### src/rtl/smf_pkg.sv
`default_nettype none
package smf_pkg;
  // ----------------------------------------
  // operating modes, mode field encoding
  // ----------------------------------------
  typedef enum logic [2:0] {
    SMF_INIT      = 3'b000,
    SMF_NORMAL    = 3'b001,
    SMF_STOP      = 3'b010,
    SMF_SLEEP     = 3'b011,
    SMF_RESTART   = 3'b100,
    SMF_FAIL_SAFE = 3'b101
  } smf_mode_t;

  // mode field values software may request, and the field reset value
  localparam logic [2:0] SMF_REQ_NORMAL = 3'h1;
  localparam logic [2:0] SMF_REQ_STOP   = 3'h2;
  localparam logic [2:0] SMF_REQ_SLEEP  = 3'h3;
  localparam logic [2:0] SMF_REQ_RESET  = 3'h4;
  localparam logic [2:0] SMF_FIELD_RST  = 3'h0;

  // ----------------------------------------
  // timing
  // ----------------------------------------
  localparam int SMF_CLK_MHZ         = 50;
  localparam int SMF_RD_US           = 10;
  localparam int SMF_LW_MS           = 200;
  localparam int SMF_CFG_F_US        = 2;
  localparam int SMF_RD_CYC          = SMF_RD_US * SMF_CLK_MHZ;
  localparam int SMF_LW_CYC          = SMF_LW_MS * 1000 * SMF_CLK_MHZ;
  localparam int SMF_CFG_F_CYC       = SMF_CFG_F_US * SMF_CLK_MHZ;

  // ----------------------------------------
  // grouped status
  // ----------------------------------------
  typedef struct packed {
    logic       config_pin_level;
    logic       failure_count_select;
    logic       overvoltage_flag;
    logic       power_on_reset_flag;
    logic       development_mode;
    logic [1:0] wd_fail_count;
  } smf_status_t;

  localparam smf_status_t SMF_STATUS_RST = '0;
endpackage : smf_pkg
`default_nettype wire

### src/rtl/smf_mode_fail_config.sv
// Operation
// - six modes; init entered at power-up and on soft reset
// - stop keeps main regulator on, sleep switches it off
// - restart after wake in sleep/fail-safe or failure; hold reset low
// - leave restart to normal after reset delay once failure gone
// - fail-safe after critical failure, regulator off, until wake or temp ok
// - development mode stops watchdog counter, no trigger needed
// - test pin low during init selects development mode
// - mode requested through the mode field of the 16-bit SPI link
// - mode field cleared passing through restart, set to the new mode on leaving normal or entering normal/stop
// - power-on starts init with watchdog long open window
// - weak pull-down on interrupt pin during reset delay while power-on flag set
// - filter interrupt pin, latch level on reset output rising edge
// - while power-on flag set, re-sample on every reset cycle
// - unstable interrupt pin level latches zero
// - pull-up reads config level one, none reads zero
// - level one: watchdog failure restarts; fail output 1st or 2nd
// - level zero: fail-safe; config 4 first failure restarts only
// - overvoltage with enable: flag, fail output, restart or fail-safe
// - configuration readable via count select and config level bits
// - overvoltage without enable sets flag only
// - any SPI command in init moves to normal
// - no trigger in long open window is a watchdog failure, restart or fail-safe
// - latched configuration kept until power-on reset
`default_nettype none
module smf_mode_fail_config #(
  parameter int RD_CYC  = smf_pkg::SMF_RD_CYC,
  parameter int LW_CYC  = smf_pkg::SMF_LW_CYC,
  parameter int CFG_CYC = smf_pkg::SMF_CFG_F_CYC
) (
  input  wire logic               clk,
  input  wire logic               reset_n,
  input  wire logic               spi_cmd_valid,
  input  wire logic               spi_mode_write,
  input  wire logic [2:0]         spi_mode_value,
  input  wire logic               wd_trigger,
  input  wire logic               wd_fail_event,
  input  wire logic               undervoltage,
  input  wire logic               overvoltage,
  input  wire logic               overtemp,
  input  wire logic               wake_event,
  input  wire logic               overvoltage_reset_enable,
  input  wire logic               failure_count_select,
  input  wire logic               power_on_flag_clear,
  input  wire logic               test_pin,
  input  wire logic               interrupt_pin_in,
  output logic                    interrupt_pin_pd_oe_n,
  output logic                    reset_output,
  output logic                    fail_output,
  output logic                    main_regulator_en,
  output logic [2:0]              mode_field,
  output smf_pkg::smf_mode_t      mode,
  output smf_pkg::smf_status_t    status
);
  import smf_pkg::*;

  // ----------------------------------------
  // pin synchronisers
  // ----------------------------------------
  logic int_s1;
  logic int_s2;
  logic test_s1;
  logic test_s2;

  always_ff @(posedge clk) begin
    if (!reset_n) begin
      int_s1  <= 1'b0;
      int_s2  <= 1'b0;
      test_s1 <= 1'b1;
      test_s2 <= 1'b1;
    end else begin
      int_s1  <= interrupt_pin_in;
      int_s2  <= int_s1;
      test_s1 <= test_pin;
      test_s2 <= test_s1;
    end
  end

  // ----------------------------------------
  // failure decision
  // ----------------------------------------
  logic [31:0] rd_cnt;
  logic [31:0] lw_cnt;
  logic [31:0] flt_cnt;
  logic        flt_level;
  logic        flt_stable;
  logic        lw_open;
  logic        wd_fail;
  logic        ov_crit;
  logic        fail_second;
  logic        go_fail_safe;
  logic        set_fail_out;
  smf_mode_t   next_mode;

  assign ov_crit = overvoltage && overvoltage_reset_enable;
  // watchdog failure, suppressed entirely in development mode
  assign wd_fail = !status.development_mode &&
                   (wd_fail_event ||
                    (lw_open && lw_cnt == 32'(LW_CYC - 1)));
  assign fail_second = status.wd_fail_count != 2'h0;
  // config 4 restarts on the first failure, fail-safe from the second
  assign go_fail_safe = (!status.config_pin_level && ov_crit) ||
                        (!status.config_pin_level && wd_fail &&
                         (status.failure_count_select ||
                          fail_second));
  assign set_fail_out = ov_crit ||
                        (wd_fail && (status.failure_count_select ||
                                     fail_second));

  // ----------------------------------------
  // overtemperature release
  // ----------------------------------------
  // fail-safe is left when overtemperature goes away, not merely because
  // it is absent; otherwise a watchdog fail-safe would never hold
  logic ot_prev;

  always_ff @(posedge clk) begin
    if (!reset_n) begin
      ot_prev <= 1'b0;
    end else begin
      ot_prev <= overtemp;
    end
  end

  // ----------------------------------------
  // mode state machine
  // ----------------------------------------
  always_comb begin
    next_mode = mode;
    case (mode)
      SMF_INIT: begin
        if (spi_cmd_valid) begin
          next_mode = SMF_NORMAL;
        end
        if (go_fail_safe) begin
          next_mode = SMF_FAIL_SAFE;
        end else if (wd_fail || undervoltage || ov_crit) begin
          next_mode = SMF_RESTART;
        end
      end
      SMF_NORMAL, SMF_STOP: begin
        if (spi_mode_write) begin
          if (spi_mode_value == SMF_REQ_NORMAL) begin
            next_mode = SMF_NORMAL;
          end else if (spi_mode_value == SMF_REQ_STOP) begin
            next_mode = SMF_STOP;
          end else if (spi_mode_value == SMF_REQ_SLEEP) begin
            // stop cannot go straight to sleep; it restarts instead
            next_mode = (mode == SMF_STOP) ? SMF_RESTART : SMF_SLEEP;
          end else if (spi_mode_value == SMF_REQ_RESET) begin
            next_mode = SMF_INIT;
          end
        end
        if (go_fail_safe) begin
          next_mode = SMF_FAIL_SAFE;
        end else if (wd_fail || undervoltage || ov_crit) begin
          next_mode = SMF_RESTART;
        end
      end
      SMF_SLEEP: begin
        if (wake_event) begin
          next_mode = SMF_RESTART;
        end
      end
      SMF_RESTART: begin
        if (go_fail_safe) begin
          next_mode = SMF_FAIL_SAFE;
        end else if (!undervoltage && !ov_crit &&
                     rd_cnt == 32'(RD_CYC - 1)) begin
          next_mode = SMF_NORMAL;
        end
      end
      SMF_FAIL_SAFE: begin
        // only a wake or a cleared overtemperature ends fail-safe
        if (wake_event || (ot_prev && !overtemp)) begin
          next_mode = SMF_RESTART;
        end
      end
      default: next_mode = SMF_INIT;
    endcase
  end

  always_ff @(posedge clk) begin
    if (!reset_n) begin
      mode <= SMF_INIT;
    end else begin
      mode <= next_mode;
    end
  end

  // ----------------------------------------
  // reset delay and reset output
  // ----------------------------------------
  // the delay restarts whenever a failure is still present
  always_ff @(posedge clk) begin
    if (!reset_n) begin
      rd_cnt <= '0;
    end else if (mode != SMF_RESTART || undervoltage || ov_crit) begin
      rd_cnt <= '0;
    end else if (rd_cnt != 32'(RD_CYC - 1)) begin
      rd_cnt <= rd_cnt + 32'd1;
    end
  end

  always_ff @(posedge clk) begin
    if (!reset_n) begin
      reset_output <= 1'b0;
    end else begin
      reset_output <= (next_mode != SMF_RESTART) &&
                      (next_mode != SMF_FAIL_SAFE) &&
                      (next_mode != SMF_SLEEP);
    end
  end

  always_ff @(posedge clk) begin
    if (!reset_n) begin
      main_regulator_en <= 1'b1;
    end else begin
      main_regulator_en <= (next_mode != SMF_SLEEP) &&
                           (next_mode != SMF_FAIL_SAFE);
    end
  end

  always_ff @(posedge clk) begin
    if (!reset_n) begin
      mode_field <= SMF_FIELD_RST;
    end else if (next_mode == SMF_RESTART) begin
      mode_field <= SMF_FIELD_RST;
    end else if (mode == SMF_NORMAL && next_mode != SMF_NORMAL) begin
      mode_field <= 3'(next_mode);
    end else if (next_mode == SMF_NORMAL || next_mode == SMF_STOP) begin
      mode_field <= (next_mode == SMF_NORMAL) ? SMF_REQ_NORMAL
                                              : SMF_REQ_STOP;
    end
  end

  // ----------------------------------------
  // watchdog long open window
  // ----------------------------------------
  always_ff @(posedge clk) begin
    if (!reset_n) begin
      lw_open <= 1'b1;
      lw_cnt  <= '0;
    end else if (wd_trigger || wd_fail || status.development_mode) begin
      lw_open <= 1'b0;
      lw_cnt  <= '0;
    end else if (next_mode == SMF_INIT && mode != SMF_INIT) begin
      lw_open <= 1'b1;
      lw_cnt  <= '0;
    end else if (lw_open) begin
      lw_cnt  <= lw_cnt + 32'd1;
    end
  end

  // ----------------------------------------
  // configuration sampling on interrupt pin
  // ----------------------------------------
  logic sampling;
  logic ro_prev;
  assign sampling = !reset_output && status.power_on_reset_flag &&
                    (mode == SMF_INIT || mode == SMF_RESTART);

  always_ff @(posedge clk) begin
    if (!reset_n) begin
      interrupt_pin_pd_oe_n <= 1'b1;
    end else begin
      interrupt_pin_pd_oe_n <= !sampling;
    end
  end

  // filter runs only while sampling: level counts as stable once held for the filter time
  always_ff @(posedge clk) begin
    if (!reset_n) begin
      flt_cnt    <= '0;
      flt_level  <= 1'b0;
      flt_stable <= 1'b0;
    end else if (!sampling || int_s2 != flt_level) begin
      flt_cnt    <= '0;
      flt_level  <= int_s2;
      flt_stable <= 1'b0;
    end else if (flt_cnt != 32'(CFG_CYC - 1)) begin
      flt_cnt    <= flt_cnt + 32'd1;
    end else begin
      flt_stable <= 1'b1;
    end
  end

  always_ff @(posedge clk) begin
    if (!reset_n) begin
      ro_prev <= 1'b0;
    end else begin
      ro_prev <= reset_output;
    end
  end

  // ----------------------------------------
  // status and failure bookkeeping
  // ----------------------------------------
  always_ff @(posedge clk) begin
    if (!reset_n) begin
      status <= SMF_STATUS_RST;
      status.power_on_reset_flag <= 1'b1;
    end else begin
      status.failure_count_select <= failure_count_select;
      if (reset_output && !ro_prev && status.power_on_reset_flag) begin
        // pull-up reads one; no stable level falls back to zero
        status.config_pin_level <= flt_stable && flt_level;
      end
      if (power_on_flag_clear) begin
        status.power_on_reset_flag <= 1'b0;
      end
      if (mode == SMF_INIT) begin
        status.development_mode <= !test_s2;
      end
      if (overvoltage) begin
        status.overvoltage_flag <= 1'b1;
      end
      if (wd_fail && status.wd_fail_count != 2'h3) begin
        status.wd_fail_count <= status.wd_fail_count + 2'h1;
      end
    end
  end

  always_ff @(posedge clk) begin
    if (!reset_n) begin
      fail_output <= 1'b0;
    end else if (set_fail_out) begin
      fail_output <= 1'b1;
    end
  end
endmodule : smf_mode_fail_config
`default_nettype wire

### config.mk
export PLATFORM = sky130hd
export DESIGN_NAME = smf_mode_fail_config
export DESIGN_NICKNAME = d
export VERILOG_FILES = /design/src/rtl/smf_pkg.sv /design/src/rtl/smf_mode_fail_config.sv
export SDC_FILE = /design/constraint.sdc
export NUM_CORES = 1
export LEC_CHECK = 0
export BUFFER_PORTS_ARGS = -buffer_cell sky130_fd_sc_hd__buf_2
export CAP_MARGIN = 20
export CORE_UTILIZATION = 50
export DETAILED_ROUTE_END_ITERATION = 6
export PLACE_DENSITY = 0.68
export SKIP_CTS_REPAIR_TIMING = 1
export SLEW_MARGIN = 25
export SYNTH_ARGS = -nofsm -noshare
export SYNTH_HDL_FRONTEND = slang
export SYNTH_SLANG_ARGS = --single-unit
### constraint.sdc
create_clock -name clk -period 2.9 [get_ports clk]
set_clock_uncertainty 0.05 [all_clocks]
set_input_delay 0.435 -clock clk [delete_from_list [all_inputs] [get_ports clk]]
set_output_delay 0.435 -clock clk [all_outputs]
set_load 0.005 [all_outputs]
==> results.json, run 1 <==
{
  "rrSetupSlack_ns": 0.26,
  "n_antenna_cell": 0,
  "cp_data_required_time_ns": 3.15,
  "ant_nets": 0,
  "avgSynthCellArea_um2": 8.944,
  "yosysUniqueCellTypes": 66,
  "wl_per_cell_um": 13.05,
  "yosysSeqAreaShare": 0.4254,
  "cts_buffers": 17,
  "power_frac_seq": 0.414,
  "fmax_mhz": 378.6,
  "fill_cells": 987,
  "grt_antenna_before_repair": 0,
  "drv_slew": 0,
  "power_density_mw_per_mm2": 632.4,
  "slowest_delay_ns": 0.49,
  "grt_max_degree": 34,
  "core_area_mm2": 0.01103,
  "netSwitchingPower_uw": 997.8,
  "yosys_most_used_dff": "dfxtp_1",
  "status": "complete, no violations",
  "setup_viol": 0,
  "grt-ovfl-total": 0,
  "total_power_mw": 4.216,
  "drtPass1Iterations": 6,
  "first_iter_violations": 136,
  "internal-power_mw": 3.218,
  "yosysTopAreaCell": "dfxtp_1",
  "max_slew_margin": 0.5637,
  "clk_latency_ns": 0.41,
  "pre_cts_ws_ns": 0.1884,
  "whs_ns": 0.1491,
  "yosysWarnings": 0,
  "swShare": 0.2367,
  "grt_pass1_wl_mm": 19.14,
  "via_count": 4454,
  "finalHoldViolCount": 0,
  "setup_slack_ns": 0.2587,
  "drc_errors": 0,
  "reg2reg_depth": 8,
  "clkPwrFrac": 0.501,
  "crit_arrival_ns": 2.89,
  "final.min_clock_period_ns": 2.641,
  "yosysMostFrequentCell": "dfxtp_1",
  "routed_wl_mm": 11.00,
  "ir_drop_mv": 0.7072,
  "synth_common_cells": "122 x dfxtp_1, 93 x nor2_1, 69 x xor2_1",
  "rows": 38,
  "drive_above_1_share": 0.1920,
  "cp_slowest_cell": "nor4_4",
  "synth_async_sr_flop_share": 0,
  "syn_nets": 665,
  "startpoint_type": "register",
  "clock-sinks": 122,
  "cts_tree": "yes",
  "clock_path_buffers": 2,
  "syn_area_mm2": 0.005742,
  "synth_top_area_frac": 0.4254,
  "cap_violations": 0,
  "die_h_um": 109.2,
  "grt_setup_unrepaired": "no",
  "fin_setup_tns_ns": 0,
  "die_area_mm2": 0.01192,
  "groute.usage.overall": 0.2046,
  "fin_nets": 713,
  "cellLeakagePower_nw": 2.376,
  "critPathMaxFanout": 9,
  "cts-root-buf": "clkbuf_16",
  "crit_end": "mode_field[1]$_SDFFE_PP0P_",
  "postSynthCellCount": 642,
  "worst_pin_slew_ns": 0.6485,
  "holdCritPathClass": "in -> reg",
  "p_comb_frac": 0.085,
  "htreeDepth": 4,
  "endpoint_kind": "register",
  "critPathLaunch": "lw_cnt[7]$_SDFFE_PP0P_",
  "synth.area.top_cells": "dfxtp_1 43%, xor2_1 11%, nor2_1 6.1%",
  "start_util": 0.5205,
  "cts.clk_slew.worst_paths_ns": 0.06,
  "synth_edf_count": 0,
  "worstSetupPathType": "reg -> reg",
  "place_congestion": 0.8459,
  "die_width_um": 109.2,
  "reg2reg_to": "mode_field[1]$_SDFFE_PP0P_",
  "path_cells": "nor4b_2 -> nand4_1 -> nor4_4 -> o32ai_1 -> and4b_1 -> xor2_1 -> a21oi_1 -> nor4b_1",
  "rr_startpoint": "lw_cnt[7]$_SDFFE_PP0P_",
  "numPortBuffers": 34,
  "pin_count": 35,
  "grt_pass1_vias": 4405,
  "area_growth_pct": 16.10,
  "ys_ff_latch": 122,
  "final.period_utilization": 0.9108,
  "via_per_inst": 5.284,
  "hpwl_mm": 7.714
}
sequential cells by signal (all words and copies together), names as in the netlist, 3 cells and up:
signal / count
lw_cnt: 32
mode: 3
status: 7
flt_cnt: 32
rd_cnt: 32
mode_field: 3
worst min path at each step:
| stage | from | endpoint | slack, ns | cells past startpoint |
|---|---|---|---|---|
| floorplan | test_s1$_SDFF_PN1_ | test_s2$_SDFF_PN1_ | 0.34 | 1 |
| global placement | test_s1$_SDFF_PN1_ | test_s2$_SDFF_PN1_ | 0.36 | 1 |
| detailed placement | test_s1$_SDFF_PN1_ | test_s2$_SDFF_PN1_ | 0.36 | 1 |
| CTS | power_on_flag_clear | status[3]$_SDFFE_PN1P_ | 0.13 | 2 |
| global route | power_on_flag_clear | status[3]$_SDFFE_PN1P_ | 0.13 | 2 |
| finish | power_on_flag_clear | status[3]$_SDFFE_PN1P_ | 0.15 | 2 |
per-layer routing:
metal | up-vias | routed length, µm | share of wire | track usage
li1 | 2300 | - | - | -
met1 | 2093 | 5180 | 0.47 | 0.2409
met2 | 48 | 5351 | 0.49 | 0.3455
met3 | 13 | 329 | 0.030 | 0.06874
met4 | 0 | 137 | 0.012 | 0.07143
met5 | - | 0 | 0 | 0
placed cells by master, fill, tap and decap left out, drive strengths merged, types with 9 or more instances in the layout:
cell type and n:
dfxtp 122, nor4 14, nand4 24, clkbuf 17, o21ai 14, xnor2 23
inv 9, and3 22, and2 12, nor2 123, nand2b 10, xor2 69
a21oi 17, buf 48, nand2 57, nand3 35
power groups by stage:
stage	Combinational [mW]	Sequential [mW]	Clock, mW
after floorplan	0.270	1.78	0
after global placement	0.350	1.78	0
after detailed placement	0.357	1.78	0
after CTS	0.358	1.75	2.15
after global routing	0.396	1.75	2.24
final	0.358	1.75	2.11
cell type report:
class	instances	area, µm²	area share
Clock buffer	17	425.4	0.06381
Clock inverter	15	177.7	0.02665
Inverter	9	33.78	0.005068
Multi-Input combinational cell	492	3124	0.4687
Sequential cell	122	2442	0.3664
Tap cell	140	175.2	0.02628
Timing Repair Buffer	48	287.8	0.04317
critical path, delay by kind of cell (launching register included):
family | cells | cell delay [ns]
flops | 1 | 0.35
compound gates | 2 | 0.25
simple gates | 5 | 1.68
xor+xnor | 1 | 0.20
metrics by stage:
stage | cell area (µm²) | std cells | util
2_1_floorplan | 5742 | 642 | -
3_3_place_gp | 6063 | 811 | 0.5497
3_5_place_dp | 6063 | 811 | 0.5497
4_1_cts | 6666 | 843 | 0.6044
5_1_grt | 6666 | 843 | 0.6044
6_report | 6666 | 843 | 0.6044
logic make-up after synthesis:
logic type / after synthesis / synth area share
AOI/OAI and AO/OA: 49 / 0.05971
xor gates and xnor gates: 92 / 0.1403
adders and majority gates: 6 / 0.01264
buffers and inverters: 28 / 0.03051
DFF: 122 / 0.4254
muxes: 4 / 0.006973
and+or+nand+nor: 341 / 0.3245
(Power assumes the default switching activity.)
==> inputs of run 2 (changes only) <==
- ABC_AREA: default -> 1
- PLACE_DENSITY: 0.68 -> 0.67
==> run 2 against run 1 <==
Against the previous run: power up 12%; non-clock buffer count down 10; core utilization down 0.13 points; final area up 4.6%; cell count up 24%.
==> results.json, run 2 <==
{
  "grt_use_met3": 0.05934,
  "cp_data_required_time_ns": 3.14,
  "clock-sinks": 122,
  "fmax_mhz": 398.0,
  "yosys_most_used_dff": "dfxtp_1",
  "synth_async_sr_flop_share": 0,
  "yosysWarnings": 0,
  "swShare": 0.2524,
  "ir_drop_mv": 0.5636,
  "clock_path_buffers": 2,
  "syn_nets": 867,
  "busiest_layer": "met2",
  "n_antenna_cell": 0,
  "final.period_utilization": 0.8664,
  "grt_pass1_vias": 5195,
  "crit_arrival_ns": 2.76,
  "max_slew_margin": 0.6037,
  "cap_violations": 0,
  "cpMostUsedCell": "nor2_1",
  "die_width_um": 111.5,
  "setup_viol": 0,
  "power_frac_seq": 0.385,
  "ys_ff_latch": 122,
  "via_count": 5366,
  "final_cell_mix": "136 x inv_1, 129 x nand2_1, 122 x dfxtp_1",
  "clk_latency_ns": 0.42,
  "pre_cts_ws_ns": 0.4109,
  "drive_above_1_share": 0.1406,
  "final_common_cell": "inv_1",
  "avgSynthCellArea_um2": 7.105,
  "area_growth_pct": 16.29,
  "status": "complete, no violations",
  "syn_area_mm2": 0.005997,
  "critPathMaxFanout": 32,
  "numPortBuffers": 34,
  "die_h_um": 111.5,
  "synth.area.top_cells": "dfxtp_1 41%, inv_1 8.5%, nand2_1 8.1%",
  "grt_antenna_before_repair": 0,
  "endpoint_kind": "register",
  "hpwl_mm": 9.038,
  "drc_errors": 0,
  "grt_use_met1": 0.2541,
  "internal-power_mw": 3.521,
  "rows": 39,
  "slowest_delay_ns": 0.37,
  "clkPwrFrac": 0.491,
  "start_util": 0.5186,
  "critPathTopFamily": "simple AND/OR/NAND/NOR gates",
  "groute.usage.overall": 0.2171,
  "place_congestion": 0.8627,
  "finalHoldViolCount": 0,
  "final.min_clock_period_ns": 2.513,
  "cts_buffers": 17,
  "die_area_mm2": 0.01244,
  "drtPass1Iterations": 5,
  "first_iter_violations": 277,
  "synth_common_cells": "136 x inv_1, 129 x nand2_1, 122 x dfxtp_1",
  "htreeDepth": 4,
  "path_cells": "ha_1 -> nand3_1 -> nor2_1 -> nand2_1 -> nor2_1 -> nand2_1 -> nand2_2 -> nand2_2 -> inv_2 -> nor2_1 -> nand4_1 -> nand2_1 -> nor2_1 -> nand3_1 -> nand3_2 -> buf_4 -> nor3_1",
  "worst_pin_slew_ns": 0.5938,
  "yosysMostFrequentCell": "inv_1",
  "reg_top3": "flt_cnt (32), lw_cnt (32), rd_cnt (32)",
  "cts-root-buf": "clkbuf_16",
  "drv_slew": 0,
  "grt-ovfl-total": 0,
  "setup_slack_ns": 0.3873,
  "via_per_inst": 5.130,
  "fin_nets": 913,
  "cp_slowest_cell": "dfxtp_1",
  "worstSetupPathType": "reg -> reg",
  "holdCritPathClass": "in -> reg",
  "power_density_mw_per_mm2": 675.4,
  "routed_wl_mm": 12.38,
  "cts_tree": "yes",
  "yosysTopAreaCell": "dfxtp_1",
  "postSynthCellCount": 844,
  "synth_edf_count": 0,
  "p_comb_frac": 0.124,
  "grt_util_met2": 0.3696,
  "crit_buf_inv": 2,
  "cts.clk_slew.worst_paths_ns": 0.05,
  "fin_setup_tns_ns": 0,
  "grt_max_degree": 33,
  "yosysSeqAreaShare": 0.4073,
  "grt_pass1_wl_mm": 21.95,
  "netSwitchingPower_mw": 1.189,
  "ant_nets": 0,
  "synth_top_area_frac": 0.4073,
  "wl_per_cell_um": 11.84,
  "grt_setup_unrepaired": "no",
  "pin_count": 35,
  "startpoint_type": "register",
  "yosysUniqueCellTypes": 43,
  "cellLeakagePower_nw": 2.682,
  "core_area_mm2": 0.01156
}
run 2: cell count changes after synthesis, sizes merged, moves of 8 or more:
| cell | previous run | this run |
|---|---|---|
| inv | 9 | 146 |
| nand2 | 57 | 134 |
| xor2 | 69 | 20 |
| nor3 | 8 | 56 |
| a21oi | 17 | 60 |
| o21ai | 14 | 46 |
| and3 | 22 | 3 |
| and2 | 12 | 0 |
| xnor2 | 23 | 11 |
| nand2b | 10 | 0 |
| nand3 | 35 | 43 |
| or2 | 1 | 9 |
run 2: kinds of logic (layout without fill, tap and decap cells):
family	after synthesis	in the layout	synth area share
compound gates	124	124	0.1106
xor+xnor	31	31	0.04527
fa+ha+maj	5	5	0.01043
buf+inv	160	219	0.1026
flops	122	122	0.4073
simple gates	402	402	0.3238
run 2: worst paths after layout:
check / from / end / slack (ns) / cells past startpoint
max reg2reg: lw_cnt[0]$_SDFFE_PP0P_ / lw_cnt[31]$_SDFFE_PP0P_ / 0.39 / 17
min reg2reg: test_s2$_SDFF_PN1_ / status[2]$_SDFFE_PN0P_ / 0.35 / 1
min: interrupt_pin_in / int_s1$_SDFF_PN0_ / 0.15 / 3
max: lw_cnt[0]$_SDFFE_PP0P_ / lw_cnt[31]$_SDFFE_PP0P_ / 0.39 / 17
run 2: layout make-up:
| cell class | instances | area (µm²) |
|---|---|---|
| Clock buffer | 20 | 456.7 |
| Clock inverter | 12 | 195.2 |
| Fill cell | 1005 | 4591 |
| Inverter | 149 | 561.8 |
| Multi-Input combinational cell | 562 | 2939 |
| Sequential cell | 122 | 2442 |
| Tap cell | 143 | 178.9 |
| Timing Repair Buffer | 38 | 200.2 |
run 2: per-layer routing:
metal,share of wire,routed length (µm)
met2,0.47,5788
met5,0,0
met3,0.032,402
met1,0.48,5933
met4,0.021,259
run 2: worst register-to-register path, stage by stage, from the launching register on:
cell and delay [ns]:
dfxtp_1 0.37, ha_1 0.18, nand3_1 0.16, nor2_1 0.13, nand2_1 0.05, nor2_1 0.08, nand2_1 0.07, nand2_2 0.09
nand2_2 0.09, inv_2 0.07, nor2_1 0.03, nand4_1 0.06, nand2_1 0.12, nor2_1 0.21, nand3_1 0.15, nand3_2 0.08
buf_4 0.32, nor3_1 0.09
run 2: power by group through the flow:
stage               combinational [mW]  clock [mW]  sequential, mW
floorplan                        0.403           0            1.84
global placement                 0.572           0            1.85
detailed placement               0.579           0            1.85
CTS                              0.586        2.35            1.81
global route                     0.677        2.43            1.82
finish                           0.582        2.31            1.81
run 2: metrics by stage:
stage	util	hold WS (ns)	cell area [µm²]	power, mW	instances
2_1_floorplan	-	0.3333	5997	2.246	844
3_3_place_gp	0.5467	0.3407	6322	2.418	1014
3_5_place_dp	0.5467	0.3431	6322	2.427	1014
4_1_cts	0.6031	0.1382	6974	4.749	1046
5_1_grt	0.6031	0.1386	6974	4.934	1046
6_report	0.6031	0.1546	6974	4.710	1046
==> inputs of run 3 (changes only) <==
- CORE_ASPECT_RATIO: default -> 1.5
==> run 3 against run 2 <==
Against the previous run: sequential share of layout area rose by 0.069 points; setup slack got worse by 0.055 ns; routed wire length rose by 3.6%; critical path depth did not move; final area fell by 0.20%; critical endpoint is now lw_cnt[23]$_SDFFE_PP0P_; combinational power rose by 3%; critical path type unchanged; core utilization fell by 0.26 points; fmax fell by 2.1%; via count fell by 0.15%.
==> results.json, run 3 (synthesis gave the netlist of run 2 again) <==
{
  "first_iter_violations": 230,
  "die_width_um": 91.42,
  "finalHoldViolCount": 0,
  "via_count": 5358,
  "wl_per_cell_um": 12.17,
  "cap_violations": 0,
  "fill_cells": 1066,
  "ir_drop_mv": 0.4626,
  "endpoint_kind": "register",
  "crit_arrival_ns": 2.80,
  "numPortBuffers": 34,
  "drc_errors": 0,
  "fin_nets": 914,
  "routed_wl_mm": 12.83,
  "final.period_utilization": 0.8854,
  "groute.usage.overall": 0.2198,
  "final_common_cell": "inv_1",
  "dp_cells": 1022,
  "power_density_mw_per_mm2": 660.8,
  "grt-ovfl-total": 0,
  "hpwl_mm": 9.393,
  "cts_buffers": 17,
  "ant_nets": 0,
  "reg2reg_to": "lw_cnt[23]$_SDFFE_PP0P_",
  "cts-root-buf": "clkbuf_16",
  "clk_latency_ns": 0.41,
  "crit_end": "lw_cnt[23]$_SDFFE_PP0P_",
  "worst_pin_slew_ns": 0.5543,
  "clock_path_buffers": 2,
  "rrSetupSlack_ns": 0.33,
  "setup_viol": 0,
  "max_slew_margin": 0.6301,
  "rows": 48,
  "rr_startpoint": "lw_cnt[0]$_SDFFE_PP0P_",
  "grt_max_degree": 33,
  "slowest_delay_ns": 0.36,
  "drv_slew": 0,
  "place_congestion": 0.8089,
  "fin_setup_tns_ns": 0,
  "grt_pass1_vias": 5225,
  "reg_top3": "flt_cnt (32), lw_cnt (32), rd_cnt (32)",
  "n_antenna_cell": 0,
  "via_per_inst": 5.083,
  "crit_cells": 17,
  "final.min_clock_period_ns": 2.568,
  "cp_data_required_time_ns": 3.13,
  "drtPass1Iterations": 5,
  "grt_pass1_wl_mm": 22.14,
  "fmax_mhz": 389.4,
  "status": "complete, no violations",
  "startpoint_type": "register",
  "crit_buf_inv": 1,
  "cts_tree": "yes",
  "final_area_mm2": 0.006960,
  "critPathTopFamily": "simple AND/OR/NAND/NOR gates",
  "grt_antenna_before_repair": 0,
  "core_area_mm2": 0.01159,
  "drive_above_1_share": 0.1427,
  "htreeDepth": 4,
  "holdCritPathClass": "in -> reg",
  "grt_setup_unrepaired": "no",
  "worstSetupPathType": "reg -> reg",
  "area_growth_pct": 16.07,
  "critPathMaxFanout": 32,
  "die_area_mm2": 0.01245,
  "cts.clk_slew.worst_paths_ns": 0.06,
  "cp_slowest_cell": "dfxtp_1",
  "start_util": 0.5174,
  "path_cells": "ha_1 -> nand3_1 -> nor2_1 -> nand2_1 -> nor2_1 -> nand2_1 -> nand2_2 -> nand2_2 -> nand3_1 -> nand3_1 -> nand2_1 -> nand2_1 -> nor2_1 -> nand3_1 -> nand3_2 -> buf_4 -> nor2_1",
  "pin_count": 35,
  "cellLeakagePower_nw": 2.671,
  "final_cells": 1054,
  "placed_area_mm2": 0.006339,
  "clock-sinks": 122,
  "setup_slack_ns": 0.3322,
  "pre_cts_ws_ns": 0.2183,
  "reg2reg_depth": 17,
  "post-route-util": 0.6005,
  "critPathLaunch": "lw_cnt[0]$_SDFFE_PP0P_",
  "final_cell_mix": "136 x inv_1, 129 x nand2_1, 122 x dfxtp_1",
  "die_h_um": 136.1
}
==> run 3: area by class of cell <==
type | instances | area, µm² | share of cell area
Multi-Input combinational cell | 562 | 2939 | 0.4223
Sequential cell | 122 | 2442 | 0.3509
Inverter | 149 | 561.8 | 0.08071
Clock buffer | 19 | 452.9 | 0.06507
Timing Repair Buffer | 39 | 207.7 | 0.02984
Tap cell | 150 | 187.7 | 0.02696
Clock inverter | 13 | 168.9 | 0.02427
==> run 3: tightest hold or removal path: stages <==
cell and delay [ns]:
buf_2 0.07, nand2_1 0.04, inv_1 0.04
==> run 3: power breakdown <==
| group | total (mW) | internal (mW) | switching [mW] |
|---|---|---|---|
| Clock | 2.19 | 1.40 | 0.787 |
| Combinational | 0.597 | 0.205 | 0.392 |
| Sequential | 1.81 | 1.75 | 0.0601 |
| Total | 4.60 | 3.36 | 1.24 |
==> run 3: stage by stage <==
stage	hold WS, ns	power, mW
6_report	0.1501	4.599
5_1_grt	0.1562	4.797
4_1_cts	0.1451	4.626
3_5_place_dp	0.3455	2.436
3_3_place_gp	0.3404	2.417
2_1_floorplan	0.3333	2.246
==> run 3: worst min-delay path by stage <==
stage / cells after the start / start / end
after floorplan: 1 / test_s2$_SDFF_PN1_ / status[2]$_SDFFE_PN0P_
after global placement: 1 / test_s2$_SDFF_PN1_ / status[2]$_SDFFE_PN0P_
after global routing: 3 / interrupt_pin_in / int_s1$_SDFF_PN0_
final: 3 / failure_count_select / status[5]$_SDFF_PN0_
after detailed placement: 1 / test_s2$_SDFF_PN1_ / status[2]$_SDFFE_PN0P_
after CTS: 3 / failure_count_select / status[5]$_SDFF_PN0_
==> run 3: layer usage <==
| layer | track usage | part of all wire | vias up |
|---|---|---|---|
| met4 | 0.08113 | 0.012 | 0 |
| met3 | 0.04083 | 0.020 | 17 |
| met1 | 0.2371 | 0.42 | 2457 |
| li1 | - | - | 2829 |
| met5 | 0 | 0 | - |
| met2 | 0.4206 | 0.55 | 55 |
